[src/verilog/anp_pkg.sv]
package anp_pkg;
  // ---------------------------------------------------------------------------
  // Register map and field layout.
  // ---------------------------------------------------------------------------
  localparam logic [4:0]  PARTNER_NP_IDX   = 5'h08;   // Register index of the partner next page word.
  localparam logic [4:0]  EXPANSION_IDX    = 5'h06;   // Register index of the expansion register.
  localparam logic [15:0] PARTNER_NP_RESET = 16'h0000;
  localparam int          MORE_PAGES_BIT   = 15;
  localparam int          RESERVED_BIT     = 14;
  localparam int          PAGE_FORMAT_BIT  = 13;
  localparam int          COMPLY_ACK_BIT   = 12;
  localparam int          TOGGLE_BIT       = 11;
  localparam int          BASE_TOGGLE_BIT  = 11;     // Bit of the base word seeding the toggle.
  localparam int          CODE_MSB         = 10;
  localparam int          PAGE_RCVD_BIT    = 1;      // Page received flag position in the expansion register.
  localparam logic [15:0] RESERVED_MASK    = 16'h4000;
  localparam int          WORD_WIDTH       = 16;
  localparam int          CODE_WIDTH       = 11;

  // Exchange progress of the next page sequence.
  typedef enum logic [1:0] {
    ANP_IDLE,
    ANP_BASE_SEEN,
    ANP_PAGING,
    ANP_DONE
  } anp_state_t;
endpackage

[src/verilog/anp_page_flag.sv]
`timescale 1ns/100ps
`default_nettype none
// Latching-high page received flag; a set in the clearing cycle wins.
module anp_page_flag (
  input  wire logic clk_sys_i,   // System clock.
  input  wire logic sys_rst_i,   // Synchronous reset, active high.
  input  wire logic set_i,       // New word stored this cycle.
  input  wire logic clr_i,       // Expansion register read this cycle.
  output logic      flag_o       // Latched flag.
);
  logic flag;
  logic next_flag;

  // Set beats clear so a page landing during the read is never lost.
  always_comb begin
    next_flag = flag;
    if (clr_i) begin
      next_flag = 1'b0;
    end
    if (set_i) begin
      next_flag = 1'b1;
    end
  end

  always_ff @(posedge clk_sys_i) begin
    if (sys_rst_i) begin
      flag <= 1'b0;
    end else begin
      flag <= next_flag;
    end
  end

  assign flag_o = flag;

  property p_flag_set;
    @(posedge clk_sys_i) disable iff (sys_rst_i)
      set_i |=> flag;
  endproperty
  a_flag_set: assert property (p_flag_set) else $error("Page flag not set after a store.");

  property p_flag_clr;
    @(posedge clk_sys_i) disable iff (sys_rst_i)
      (clr_i && !set_i) |=> !flag;
  endproperty
  a_flag_clr: assert property (p_flag_clr) else $error("Page flag survived an expansion read.");
endmodule
`default_nettype wire

[src/verilog/anp_partner_reg.sv]
`timescale 1ns/100ps
`default_nettype none
// -----------------------------------------------------------------------------
// Partner next page word register
// -----------------------------------------------------------------------------
// Overview of operation
// Read-only 16-bit register at index 8, holding partner next page word, resets zero.
// Bit 15 shows whether more pages follow this one.
// More pages allow next pages after base word only while partner supports them.
// Bit 14 is reserved and always reads zero.
// Management station should write default values into reserved bits.
// Bit 13 shows message page versus unformatted page.
// Bit 12 shows whether the sender can comply with the message.
// Bit 11 toggle is the inverse of the previous next page toggle.
// First next page toggle is inverse of base word bit 11.
// Bits 10 to 0 hold message or unformatted code field.
// Storing a new word sets a latching flag, cleared by reading expansion register.
// Each valid next page word loads all fields at once.
module anp_partner_reg
  import anp_pkg::*;
(
  input  wire logic                         clk_sys_i,        // System clock, 40 MHz.
  input  wire logic                         sys_rst_i,        // Synchronous reset, active high.
  input  wire logic                         base_valid_i,     // Pulse: partner base word received.
  input  wire logic [anp_pkg::WORD_WIDTH-1:0] base_word_i,    // Partner base word.
  input  wire logic                         partner_np_able_i,// Partner supports next pages.
  input  wire logic                         page_valid_i,     // Pulse: partner next page word received.
  input  wire logic [anp_pkg::WORD_WIDTH-1:0] page_word_i,    // Partner next page word.
  input  wire logic                         rd_en_i,          // Management read strobe.
  input  wire logic [4:0]                   rd_idx_i,         // Management register index.
  input  wire logic                         wr_en_i,          // Management write strobe (ignored).
  output logic [anp_pkg::WORD_WIDTH-1:0]    rd_data_o,        // Read data, registered.
  output logic                              rd_hit_o,         // Registered: read hit this register.
  output logic                              page_rcvd_o,      // Latched page received flag.
  output logic                              np_permit_o,      // More next pages may follow.
  output logic                              toggle_err_o      // Last stored page broke toggle order.
);
  import anp_pkg::*;

  // ---------------------------------------------------------------------------
  // Page word storage.
  // ---------------------------------------------------------------------------
  logic [WORD_WIDTH-1:0] word;
  logic [WORD_WIDTH-1:0] next_word;
  logic                  exp_toggle;
  logic                  next_exp_toggle;
  logic                  tog_err;
  logic                  next_tog_err;
  anp_state_t            state;
  anp_state_t            next_state;
  logic                  store;

  // Only pages after a base word are taken; stray pages are dropped.
  // A base word in the same cycle wins, so a dropped page never raises the page flag.
  assign store = page_valid_i && !base_valid_i && (state == ANP_BASE_SEEN || state == ANP_PAGING);

  // Whole word loads in one cycle so a read never sees a mix of pages.
  always_comb begin
    next_word       = word;
    next_exp_toggle = exp_toggle;
    next_tog_err    = tog_err;
    next_state      = state;
    unique case (state)
      ANP_IDLE, ANP_DONE: begin
        if (base_valid_i) begin
          next_exp_toggle = ~base_word_i[BASE_TOGGLE_BIT];
          next_state      = (base_word_i[MORE_PAGES_BIT] && partner_np_able_i) ? ANP_BASE_SEEN : ANP_DONE;
        end
      end
      ANP_BASE_SEEN, ANP_PAGING: begin
        if (base_valid_i) begin
          next_exp_toggle = ~base_word_i[BASE_TOGGLE_BIT];
          next_state      = (base_word_i[MORE_PAGES_BIT] && partner_np_able_i) ? ANP_BASE_SEEN : ANP_DONE;
        end else if (page_valid_i) begin
          next_word                 = page_word_i & ~RESERVED_MASK;
          next_tog_err              = page_word_i[TOGGLE_BIT] != exp_toggle;
          next_exp_toggle           = ~page_word_i[TOGGLE_BIT];
          next_state                = (page_word_i[MORE_PAGES_BIT] && partner_np_able_i) ? ANP_PAGING : ANP_DONE;
        end
      end
    endcase
  end

  always_ff @(posedge clk_sys_i) begin
    if (sys_rst_i) begin
      word       <= PARTNER_NP_RESET;
      exp_toggle <= 1'b0;
      tog_err    <= 1'b0;
      state      <= ANP_IDLE;
    end else begin
      word       <= next_word;
      exp_toggle <= next_exp_toggle;
      tog_err    <= next_tog_err;
      state      <= next_state;
    end
  end

  // ---------------------------------------------------------------------------
  // Management read path.
  // ---------------------------------------------------------------------------
  logic [WORD_WIDTH-1:0] rdata;
  logic [WORD_WIDTH-1:0] next_rdata;
  logic                  hit;
  logic                  next_hit;
  logic                  exp_rd;
  logic                  pflag;

  assign exp_rd = rd_en_i && (rd_idx_i == EXPANSION_IDX);

  // Writes are ignored outright: the register is read-only, reserved stays zero.
  always_comb begin
    next_rdata = rdata;
    next_hit   = 1'b0;
    if (rd_en_i && rd_idx_i == PARTNER_NP_IDX) begin
      next_rdata = word & ~RESERVED_MASK;
      next_hit   = 1'b1;
    end else if (exp_rd) begin
      next_rdata                = '0;
      next_rdata[PAGE_RCVD_BIT] = pflag;
    end
  end

  always_ff @(posedge clk_sys_i) begin
    if (sys_rst_i) begin
      rdata <= '0;
      hit   <= 1'b0;
    end else begin
      rdata <= next_rdata;
      hit   <= next_hit;
    end
  end

  anp_page_flag u_flag (
    .clk_sys_i (clk_sys_i),
    .sys_rst_i (sys_rst_i),
    .set_i     (store),
    .clr_i     (exp_rd),
    .flag_o    (pflag)
  );

  assign rd_data_o    = rdata;
  assign rd_hit_o     = hit;
  assign page_rcvd_o  = pflag;
  assign np_permit_o  = (state == ANP_BASE_SEEN) || (state == ANP_PAGING);
  assign toggle_err_o = tog_err;

  // ---------------------------------------------------------------------------
  // Checks.
  // ---------------------------------------------------------------------------
  property p_reserved_zero;
    @(posedge clk_sys_i) disable iff (sys_rst_i)
      !rdata[RESERVED_BIT];
  endproperty
  a_reserved_zero: assert property (p_reserved_zero) else $error("Reserved bit read as one.");

  property p_store_whole;
    @(posedge clk_sys_i) disable iff (sys_rst_i)
      (store && !base_valid_i) |=> word == ($past(page_word_i) & ~RESERVED_MASK);
  endproperty
  a_store_whole: assert property (p_store_whole) else $error("Page word not stored whole.");

  property p_read_word;
    @(posedge clk_sys_i) disable iff (sys_rst_i)
      (rd_en_i && rd_idx_i == PARTNER_NP_IDX) |=> hit && rdata == ($past(word) & ~RESERVED_MASK);
  endproperty
  a_read_word: assert property (p_read_word) else $error("Read data differs from stored word.");

  property p_permit;
    @(posedge clk_sys_i) disable iff (sys_rst_i)
      (base_valid_i && !partner_np_able_i) |=> !np_permit_o;
  endproperty
  a_permit: assert property (p_permit) else $error("Next pages permitted without partner support.");

  property p_last_page;
    @(posedge clk_sys_i) disable iff (sys_rst_i)
      (store && !base_valid_i && !page_word_i[MORE_PAGES_BIT]) |=> !np_permit_o;
  endproperty
  a_last_page: assert property (p_last_page) else $error("Last page did not end paging.");

  property p_first_toggle;
    @(posedge clk_sys_i) disable iff (sys_rst_i)
      base_valid_i |=> exp_toggle == !$past(base_word_i[BASE_TOGGLE_BIT]);
  endproperty
  a_first_toggle: assert property (p_first_toggle) else $error("First toggle not seeded from base.");

  property p_toggle_check;
    @(posedge clk_sys_i) disable iff (sys_rst_i)
      (store && !base_valid_i) |=> toggle_err_o == ($past(page_word_i[TOGGLE_BIT]) != $past(exp_toggle));
  endproperty
  a_toggle_check: assert property (p_toggle_check) else $error("Toggle order check wrong.");

  property p_flag_follow;
    @(posedge clk_sys_i) disable iff (sys_rst_i)
      store |=> page_rcvd_o;
  endproperty
  a_flag_follow: assert property (p_flag_follow) else $error("Page flag missing after store.");

  property p_ro;
    @(posedge clk_sys_i) disable iff (sys_rst_i)
      (wr_en_i && !store && !base_valid_i) |=> $stable(word);
  endproperty
  a_ro: assert property (p_ro) else $error("Write altered the read-only word.");

  // Reset is checked without a disable so that the cleared state itself is seen.
  property p_reset_clear;
    @(posedge clk_sys_i)
      sys_rst_i |=> (word == PARTNER_NP_RESET) && !page_rcvd_o && !toggle_err_o && !np_permit_o;
  endproperty
  a_reset_clear: assert property (p_reset_clear) else $error("State not cleared by reset.");

  property p_hit_only_idx;
    @(posedge clk_sys_i) disable iff (sys_rst_i)
      !(rd_en_i && rd_idx_i == PARTNER_NP_IDX) |=> !hit;
  endproperty
  a_hit_only_idx: assert property (p_hit_only_idx) else $error("Read hit without a read of this register.");

  property p_base_wins;
    @(posedge clk_sys_i) disable iff (sys_rst_i)
      base_valid_i |=> $stable(word) && !$rose(page_rcvd_o);
  endproperty
  a_base_wins: assert property (p_base_wins) else $error("Page taken in a base word cycle.");

  property p_stray_page;
    @(posedge clk_sys_i) disable iff (sys_rst_i)
      (page_valid_i && !np_permit_o) |=> $stable(word) && !$rose(page_rcvd_o);
  endproperty
  a_stray_page: assert property (p_stray_page) else $error("Page stored while next pages were not permitted.");

  property p_permit_rise;
    @(posedge clk_sys_i) disable iff (sys_rst_i)
      (base_valid_i && base_word_i[MORE_PAGES_BIT] && partner_np_able_i) |=> np_permit_o;
  endproperty
  a_permit_rise: assert property (p_permit_rise) else $error("Next pages not permitted after a paging base.");

  property p_exp_read;
    @(posedge clk_sys_i) disable iff (sys_rst_i)
      exp_rd |=> !hit && (rdata[PAGE_RCVD_BIT] == $past(pflag)) && $onehot0(rdata);
  endproperty
  a_exp_read: assert property (p_exp_read) else $error("Expansion read returned a wrong page flag.");
endmodule
`default_nettype wire

[config.mk]
export PLATFORM = sky130hd
export DESIGN_NAME = anp_partner_reg
export DESIGN_NICKNAME = d
export VERILOG_FILES = /design/src/verilog/anp_pkg.sv /design/src/verilog/anp_page_flag.sv /design/src/verilog/anp_partner_reg.sv
export SDC_FILE = /design/constraint.sdc
export NUM_CORES = 1
export LEC_CHECK = 0
export BUFFER_PORTS_ARGS = -buffer_cell sky130_fd_sc_hd__buf_2
export CORE_ASPECT_RATIO = 0.6
export CORE_MARGIN = 2
export CORE_UTILIZATION = 39
export DETAILED_ROUTE_END_ITERATION = 12
export GPL_ROUTABILITY_DRIVEN = 0
export PLACE_DENSITY = 0.67
export SYNTH_ARGS = -nofsm -noshare
export SYNTH_HDL_FRONTEND = slang
export SYNTH_SLANG_ARGS = --single-unit
[constraint.sdc]
create_clock -name clk_sys_i -period 1.9 [get_ports clk_sys_i]
set_clock_uncertainty 0.2 [all_clocks]
set_input_delay 0.095 -clock clk_sys_i [delete_from_list [all_inputs] [get_ports clk_sys_i]]
set_output_delay 0.095 -clock clk_sys_i [all_outputs]
set_load 0.05 [all_outputs]
==> Yosys cells after proc, flatten, opt, wreduce, memory -nomap -nowiden <==
Index checks and enable logic that the tools add are counted.
{ "classes": {"n_eq_ne": 8, "muxes": 15, "bitwise_logic": 3, "reduce_logical": 15} }
{ "op_table": {"columns": ["cell", "n"], "rows": [
  ["$mux 16", 2],
  ["$mux 2", 4],
  ["$mux 1", 7],
  ["$logic_and 1x1->1", 6],
  ["$eq 5x3->1 const B", 1],
  ["$eq 5x4->1 const B", 1],
  ["$eq 2x2->1 const B", 2],
  ["$pmux 2 s2", 1],
  ["$reduce_bool 2->1", 2],
  ["$reduce_or 2->1", 2],
  ["$ne 3x3->1 const B", 1],
  ["$not 1->1", 3],
  ["$reduce_and 3->1", 1],
  ["$eq 2x1->1 const B", 1],
  ["$logic_not 2->1", 1],
  ["$ne 2x2->1 const B", 1],
  ["$pmux 1 s2", 1],
  ["$reduce_and 2->1", 1],
  ["$logic_not 1->1", 1],
  ["$logic_or 1x1->1", 1],
  ["$ne 1x1->1", 1]
]} }
{ "totals": {"reg_bits": 36, "input_bits": 44, "out_inout_bits": 20, "wordCells": 48} }

==> Depth between registers and ports, before layout <==
Gate-level depths: netlist (run 1).
{ "logic_depth": {"depth_word": 5, "mapped_depth": 5, "depth_no_buf": 4} }

==> By module <==
Synthesis (run 1) repeated with hierarchy kept, for this count alone.
{ "hier_totals": {"hier_cells": 149, "hier_area_um2": 1448.9} }
{ "by_module_without_submodules": {"columns": ["module", "n_inst", "cells_per_inst", "area_each_um2", "seq_area_each_um2"], "rows": [
  ["anp_partner_reg", 1, 145, 1410.1, 700.7],
  ["anp_page_flag", 1, 4, 38.8, 20.0]
]} }

==> Worst setup path before layout (run 1) <==
No wires, ideal clock.
{ "synth_path": {"kind": "register to register", "startpoint": "reg state[0]", "endpoint": "reg exp_toggle", "setup_time_ns": 0.136, "t_arrival_ns": 1.243, "required_ns": 1.564, "path_slack_ns": 0.322, "stages_incl_launch_ff": 5, "n_path_buf": 0, "synth_period_minus_slack_ns": 1.578, "path_cell_list": "dfxtp_1 > xnor2_2 > inv_1 > a211oi_1 > a211oi_1"} }
{ "synth_between": {"elab_chain_len": 4, "elab_cells_between_ends": 10, "cone_classes": "eq/ne: 5; mux: 1; reduce/logical: 4"} }
{ "synth_rtl": {"columns": ["element", "line_no", "rtl"], "rows": [
  ["start: declaration", "anp_partner_reg.sv:49", "anp_state_t state;"],
  ["start signal: assignment", "anp_partner_reg.sv:94", "state <= next_state;"],
  ["$eq 2x1->1, or another cell as far along", "anp_partner_reg.sv:63", "unique case (state)"],
  ["$reduce_or 2->1", "anp_partner_reg.sv:63", null],
  ["$ne 3x3->1 (no line) / $ne 2x2->1 (equally long branches)", null, null],
  ["$reduce_and 2->1 (no line)", null, null],
  ["end signal: assignment", "anp_partner_reg.sv:92", "exp_toggle <= next_exp_toggle;"],
  ["end: declaration", "anp_partner_reg.sv:45", "logic exp_toggle;"]
]} }
Several ways; a longest one is shown, not always the timed one.
A chain may end at the register's enable or synchronous reset.

==> Worst setup path in the final report (run 1) <==
{ "layout_path": {"startpoint": "reg state[0]", "endpoint": "reg state[0]"} }
{ "layout_between": {"elab_chain_len": 4, "elab_cells_between_ends": 10, "cone_classes": "eq/ne: 5; mux: 1; reduce/logical: 4"} }
{ "layout_rtl": {"columns": ["element", "line_no"], "rows": [
  ["$eq 2x1->1, or another cell as far along", "anp_partner_reg.sv:63"],
  ["$reduce_or 2->1", "anp_partner_reg.sv:63"],
  ["$ne 3x3->1 (no line) / $ne 2x2->1 (equally long branches)", null],
  ["$reduce_and 2->1 (no line)", null]
]} }
Several ways; a longest one is shown, not always the timed one.

==> metrics.csv, run 1 <==
stage,metric,value,unit
outcome,status,"complete, no violations",
worst_setup_path,WP data arrival,1800,ps
floorplanning,Std-Cell Rows,17,
global_route,largest net degree at the start of global routing,24,
yosys,Syn Inst Count,150,
clock_tree,Clock Latency Late Sink,280,ps
global_route,initial antenna violation count,0,
power,Clock Power Share,35.3,%
sta,Final min period,1830,ps
yosys,Synth Net Count,194,
layout,ANT cells,0,
yosys,Yosys cell types,33,
clock_tree,CTS Buffer Depth,2,
power,Worst IR Drop VDD,0.582,mV
layout,Final Instance Area,2130,sq um
yosys,Post-synth top cells,"dfxtp_1 (36), nand2_1 (29), inv_1 (18)",
global_route,first-pass GRT wire length,5510,um
drt,Via density,4.78,
yosys,Avg Inst Size Synth,10.1,sq um
sta,max-slew violation count,0,
sta,final hold violation count,0,
sta,setup violators final,0,
drt,Post-Route WL,3320,um
sta,Tcrit/Tclk final,96.1,%
layout,Fill cells,354,
power,total power,0.00159,W
global_route,gr usage total,16.4,%
clock_tree,htree depth,2,
global_route,grt total ovfl,0,
layout,Multi-input gate area,671,sq um
power,Leak,0.882,nW
yosys,top area cells in the synthesized netlist,"dfxtp_1 (47%), o32ai_2 (9.6%), mux2i_1 (8.6%)",
place,placed cell areas,1800,sq um
yosys,"FF+latch count, synth",36,
yosys,most common cell in the netlist,dfxtp_1,
drt,DR vias,1291,
worst_setup_path,Worst setup SP type,register,
worst_setup_path,required time of the critical path,1870,ps
floorplanning,starting density of the core,41.1,%
layout,area grow syn2layout,40.1,%
power,P_int,0.00118,W
clock_tree,Clock Tree Root,clkbuf_8,
worst_setup_path,CP Capture Type,register,
yosys,Yosys top cell area share,47.4,%
floorplanning,I/O pins,64,
power,switching share of power,25.7,%
sta,Worst Slack Setup Final,75.0,ps
yosys,sequential area share after synthesis,47.4,%
layout,nets@finish,266,
layout,layout cell share with drive strength beyond 1,36.3,%
clock_tree,CTS tree,done,
worst_setup_path,crit path kind,register to register,
global_route,vias in the first global route,1243,
drt,DR iter-0 viols,45,
drt,# DRC,0,
clock_tree,Clock Sinks,36,
floorplanning,Die Width,84.6,um
place,Setup WS pre-CTS,353,ps
yosys,Post-Synth XOR/XNOR Area,1.65,%
yosys,Synth Area in Compound Gates,19.6,%
power,part of the power in registers,49.8,%
yosys,post-synthesis simple-gate area fraction,13.3,%
place,Post-DP HPWL,2180,um
floorplanning,DIE AREA,4430,sq um
worst_setup_path,worst-path maximum fanout,4,
yosys,multiplexer area fraction after synthesis,8.56,%
yosys,Post-synth EDFFs,0,
power,pwr dens,747,nW/um^2
yosys,most area-hungry cell type in the Yosys netlist,dfxtp_1,
place,# port buffers,46,
yosys,adder-cell area share of the yosys netlist,0,%
drt,First-pass DRT Iterations,4,
floorplanning,DIE HEIGHT,52.4,um
power,Psw,0.000409,W
yosys,Synth Warn #,0,
yosys,Main synth FF type,dfxtp_1,
yosys,Netlist Area Pre-Place,1520,sq um
layout,Register Area,722,sq um
floorplanning,core area,3700,sq um
sta,fmax,0.548,GHz
drt,routed len/inst,12.3,um
yosys,asr flop ratio synth,0,%
power,Logic pwr share,14.9,%
run,Max-Cap Viols,0,
worst_hold_path,worst hold path type,primary input to register,
clock_tree,Clock Pin Slew Worst Setup and Hold Paths,70,ps
drt,Antenna Nets Post-Route,0,
yosys,main combinational cell family by area after synthesis,compound AO/OA/AOI/OAI gates,
clock_tree,CTS Buf Count,5,
## cells by family after synthesis
group / after synthesis
AND/OR/NAND/NOR: 41
buffers and inverters: 29
other: 1
AO/OA/AOI/OAI: 28
XOR/XNOR: 2
flip-flops: 36
multiplexers: 13
## per-stage QoR
step	setup TNS (ps)	cells	hold slack (ps)	utilization [%]
floorplan	0	150	-13.2	-
global placement	0	239	105	48.7
detailed placement	0	239	109	48.7
CTS	0	267	13.2	56.6
global route	-3.65	270	50.3	57.5
finish	0	270	13.1	57.5
## critical path, cell delays in order, from the launching register on
cell and delay, ps:
dfxtp_1 450, xnor2_4 120, nor3_4 250, a311oi_1 130, dlygate4sd3_1 570
## worst paths after layout
| path | start | endpoint | slack (ps) | cells past startpoint |
|---|---|---|---|---|
| min reg2reg | toggle_err_o | toggle_err_o | 260 | 2 |
| max | state[0] | state[0] | 70 | 4 |
| max reg2reg | state[0] | state[0] | 70 | 4 |
| min | page_word_i[1] | word[1] | 10 | 4 |
## flip-flops by register name (all words and copies together), names as in the netlist
signal and cells:
exp_toggle 1, rd_data_o 15, rd_hit_o 1, state 2, toggle_err_o 1, u_flag.flag_o 1, word 15
## power by group through the flow
stage,combinational (W),clock (W),sequential (W)
2_1_floorplan,0.000115,0,0.000820
3_3_place_gp,0.000187,0,0.000806
3_5_place_dp,0.000188,0,0.000807
4_1_cts,0.000223,0.000577,0.000790
5_1_grt,0.000257,0.000611,0.000794
6_report,0.000236,0.000561,0.000792
## final cells by class
type,count,share of cell area [%]
clock buffer,6,3.88
multi-input combinational,85,31.5
inverter,18,3.17
tap,47,2.76
clock inverter,2,0.470
sequential,36,33.9
timing repair buffer,76,24.3
## what timing repair did
action	CTS	global route
setup endpoints to repair	0	1
gates resized for setup	0	3
hold buffers	20	0
setup buffers	0	3
hold endpoints to repair	18	0
## cells in the final DEF, fill, tap and decap left out, drive strengths merged, types with 2 or more instances in the layout
cell type,instances
o21ai,2
buf,56
inv,18
nand2,29
dlygate4sd3,20
clkbuf,6
a21oi,2
clkinv,2
dfxtp,36
nor4,2
a311oi,2
o32ai,14
mux2i,13
a211oi,5
or3b,2
## routing by layer
| metal | vias up | GRT usage [%] | share of wire, % |
|---|---|---|---|
| met5 | - | 0 | 0 |
| met4 | 0 | 6.35 | 0.99 |
| met3 | 4 | 4.88 | 4.9 |
| met2 | 32 | 27.2 | 43 |
| met1 | 586 | 20.4 | 51 |
| li1 | 669 | - | - |
(Power assumes the default switching activity.)
==> run 2, diff against run 1 <==
BUFFER_PORTS_ARGS = default   (was -buffer_cell sky130_fd_sc_hd__buf_2)
CAP_MARGIN = 20   (was default)
DONT_BUFFER_PORTS = 1   (was default)
PLACE_DENSITY = default   (was 0.67)
==> run 2 against run 1 <==
Effect of this change: count of clock-buffer cells in the layout is the same; global-route usage rose by 2.3 points; combinational power shrank 15%; utilization fell by 2.9 points; critical path depth unchanged; flip-flop and latch count did not move; worst setup slack lost 53 ps; sequential share of layout area up 1.7 points; register-to-register slack better by 190 ps; total power is 3.5% higher; fmax down 2.8%; first-iteration DRC count rose by 4.4%.
==> metrics.csv, run 2 (same netlist as run 1, synthesis figures left out) <==
stage,metric,value,unit,change
global_route,first-pass GRT wire length,6380,um,+16%
global_route,vias in the first global route,1376,,+11%
floorplanning,core area,3700,sq um,unchanged
worst_setup_path,crit path kind,primary input to register,,
layout,Final Instance Area,2020,sq um,-5.1%
place,Placed Cells,206,,-14%
worst_setup_path,Worst setup SP type,primary input,,
worst_hold_path,Hold Path Depth,3,,-1
global_route,initial antenna violation count,0,,unchanged
layout,ANT cells,0,,unchanged
drt,DR vias,1267,,-1.9%
drt,Antenna Nets Post-Route,0,,unchanged
drt,First-pass DRT Iterations,4,,unchanged
clock_tree,htree depth,2,,unchanged
worst_setup_path,CP Capture Type,register,,
floorplanning,Die Width,84.6,um,unchanged
global_route,grt total ovfl,0,,unchanged
clock_tree,Clock Sinks,36,,unchanged
clock_tree,CTS tree,done,,
sta,Final min period,1880,ps,+52.9 ps
sta,Worst Slack Setup Final,22.1,ps,-52.9 ps
floorplanning,DIE AREA,4430,sq um,unchanged
floorplanning,starting density of the core,41.1,%,unchanged
sta,fmax,0.533,GHz,-2.8%
drt,routed len/inst,15.8,um,+28%
floorplanning,DIE HEIGHT,52.4,um,unchanged
drt,# DRC,0,,unchanged
layout,nets@finish,233,,-12%
sta,max-slew violation count,0,,unchanged
place,Setup WS pre-CTS,268,ps,-85.0 ps
power,Worst IR Drop VDD,0.476,mV,-18%
run,Max-Cap Viols,0,,unchanged
drt,Via density,5.35,,+12%
worst_setup_path,worst r2r src,state[0],,
layout,layout cell share with drive strength beyond 1,22.6,%,-14 points
clock_tree,Clock Tree Root,clkbuf_8,,
sta,Slew headroom,30.8,%,
sta,worst slew pin tran,1040,ps,
worst_setup_path,worst-path maximum fanout,4,,unchanged
place,placed cell areas,1680,sq um,-6.7%
sta,setup TNS after final layout,0,ps,unchanged
worst_setup_path,WP data arrival,1850,ps,+50 ps
clock_tree,Clock Pin Slew Worst Setup and Hold Paths,70,ps,about the same
floorplanning,I/O pins,64,,unchanged
layout,final non-filler cell total,237,,-12%
floorplanning,Std-Cell Rows,17,,unchanged
power,Leak,0.754,nW,-14%
sta,Tcrit/Tclk final,98.8,%,+2.8 points
worst_hold_path,hold_sp,page_valid_i,,
layout,"most common cell after layout, fill and taps aside",dfxtp_1,,
sta,final hold violation count,0,,unchanged
power,pwr dens,814,nW/um^2,+9.0%
place,# port buffers,0,,-100%
drt,Post-Route WL,3740,um,+12%
global_route,gr usage total,18.7,%,+2.3 points
clock_tree,Clock Latency Late Sink,280,ps,about the same
sta,RSZ-0062 raised after global routing,no,,
worst_setup_path,worst reg-to-reg path cell count,4,,unchanged
worst_hold_path,worst hold path type,primary input to register,,
worst_setup_path,Worst Setup SP,rd_idx_i[0],,
clock_tree,setup bufs post-CTS,0,,unchanged
global_route,largest net degree at the start of global routing,21,,-13%
sta,setup violators final,0,,unchanged
clock_tree,CTS Buffer Depth,2,,unchanged
drt,DR iter-0 viols,47,,+4.4%
worst_setup_path,required time of the critical path,1880,ps,about the same
clock_tree,CTS Buf Count,5,,unchanged
layout,area grow syn2layout,33.0,%,
layout,most frequent cells in the layout,"dfxtp_1 (36), nand2_1 (29), dlygate4sd3_1 (22)",,
place,Post-DP HPWL,2450,um,+13%
outcome,status,"complete, no violations",,
[run 2: final cells by class]
cell class                      instances  area [sq um]
Multi-Input combinational cell         85           659
Inverter                               18          67.6
Clock inverter                          2          35.0
Tap cell                               47          58.8
Timing Repair Buffer                   43           408
Clock buffer                            6          72.6
Fill cell                             337          1680
Sequential cell                        36           721
[run 2: report_power, final]
group	internal (W)	leakage (nW)	switching (W)
sequential	0.000779	0.292	0.0000183
clock	0.000389	0.0552	0.000260
combinational	0.0000879	0.407	0.000112
total	0.00126	0.754	0.000390
[run 2: per-layer routing]
metal  vias up  share of wire (%)  GRT usage, %
met3         8                6.2          5.83
met5         -                  0             0
met4         0                1.6          7.67
met1       617                 42          19.9
li1        600                  -             -
met2        42                 51          35.2
[run 2: timing repair]
action | CTS | global route
endpoints found under the hold margin | 36 | 0
endpoints found under the setup margin | 0 | 3
hold buffers | 23 | 0
resized for setup | 0 | 2
[run 2: worst paths after layout]
check	endpoint	slack, ps
min reg2reg	word[11]	270
max	rd_data_o[1]	20
min	word[8]	20
max reg2reg	word[4]	260
[run 2: critical path, stage by stage]
cell	delay (ps)
dlygate4sd3_1	530
or3b_1	410
dlygate4sd3_1	590
o221a_2	230
[run 2: through the flow]
stage	utilization, %	hold slack (ps)	power, W
finish	54.6	21.6	0.00165
global route	54.6	41.6	0.00172
CTS	54.6	2.58	0.00166
detailed placement	45.4	-32.3	0.000961
global placement	45.4	-33.3	0.000952
floorplan	-	-13.2	0.000935
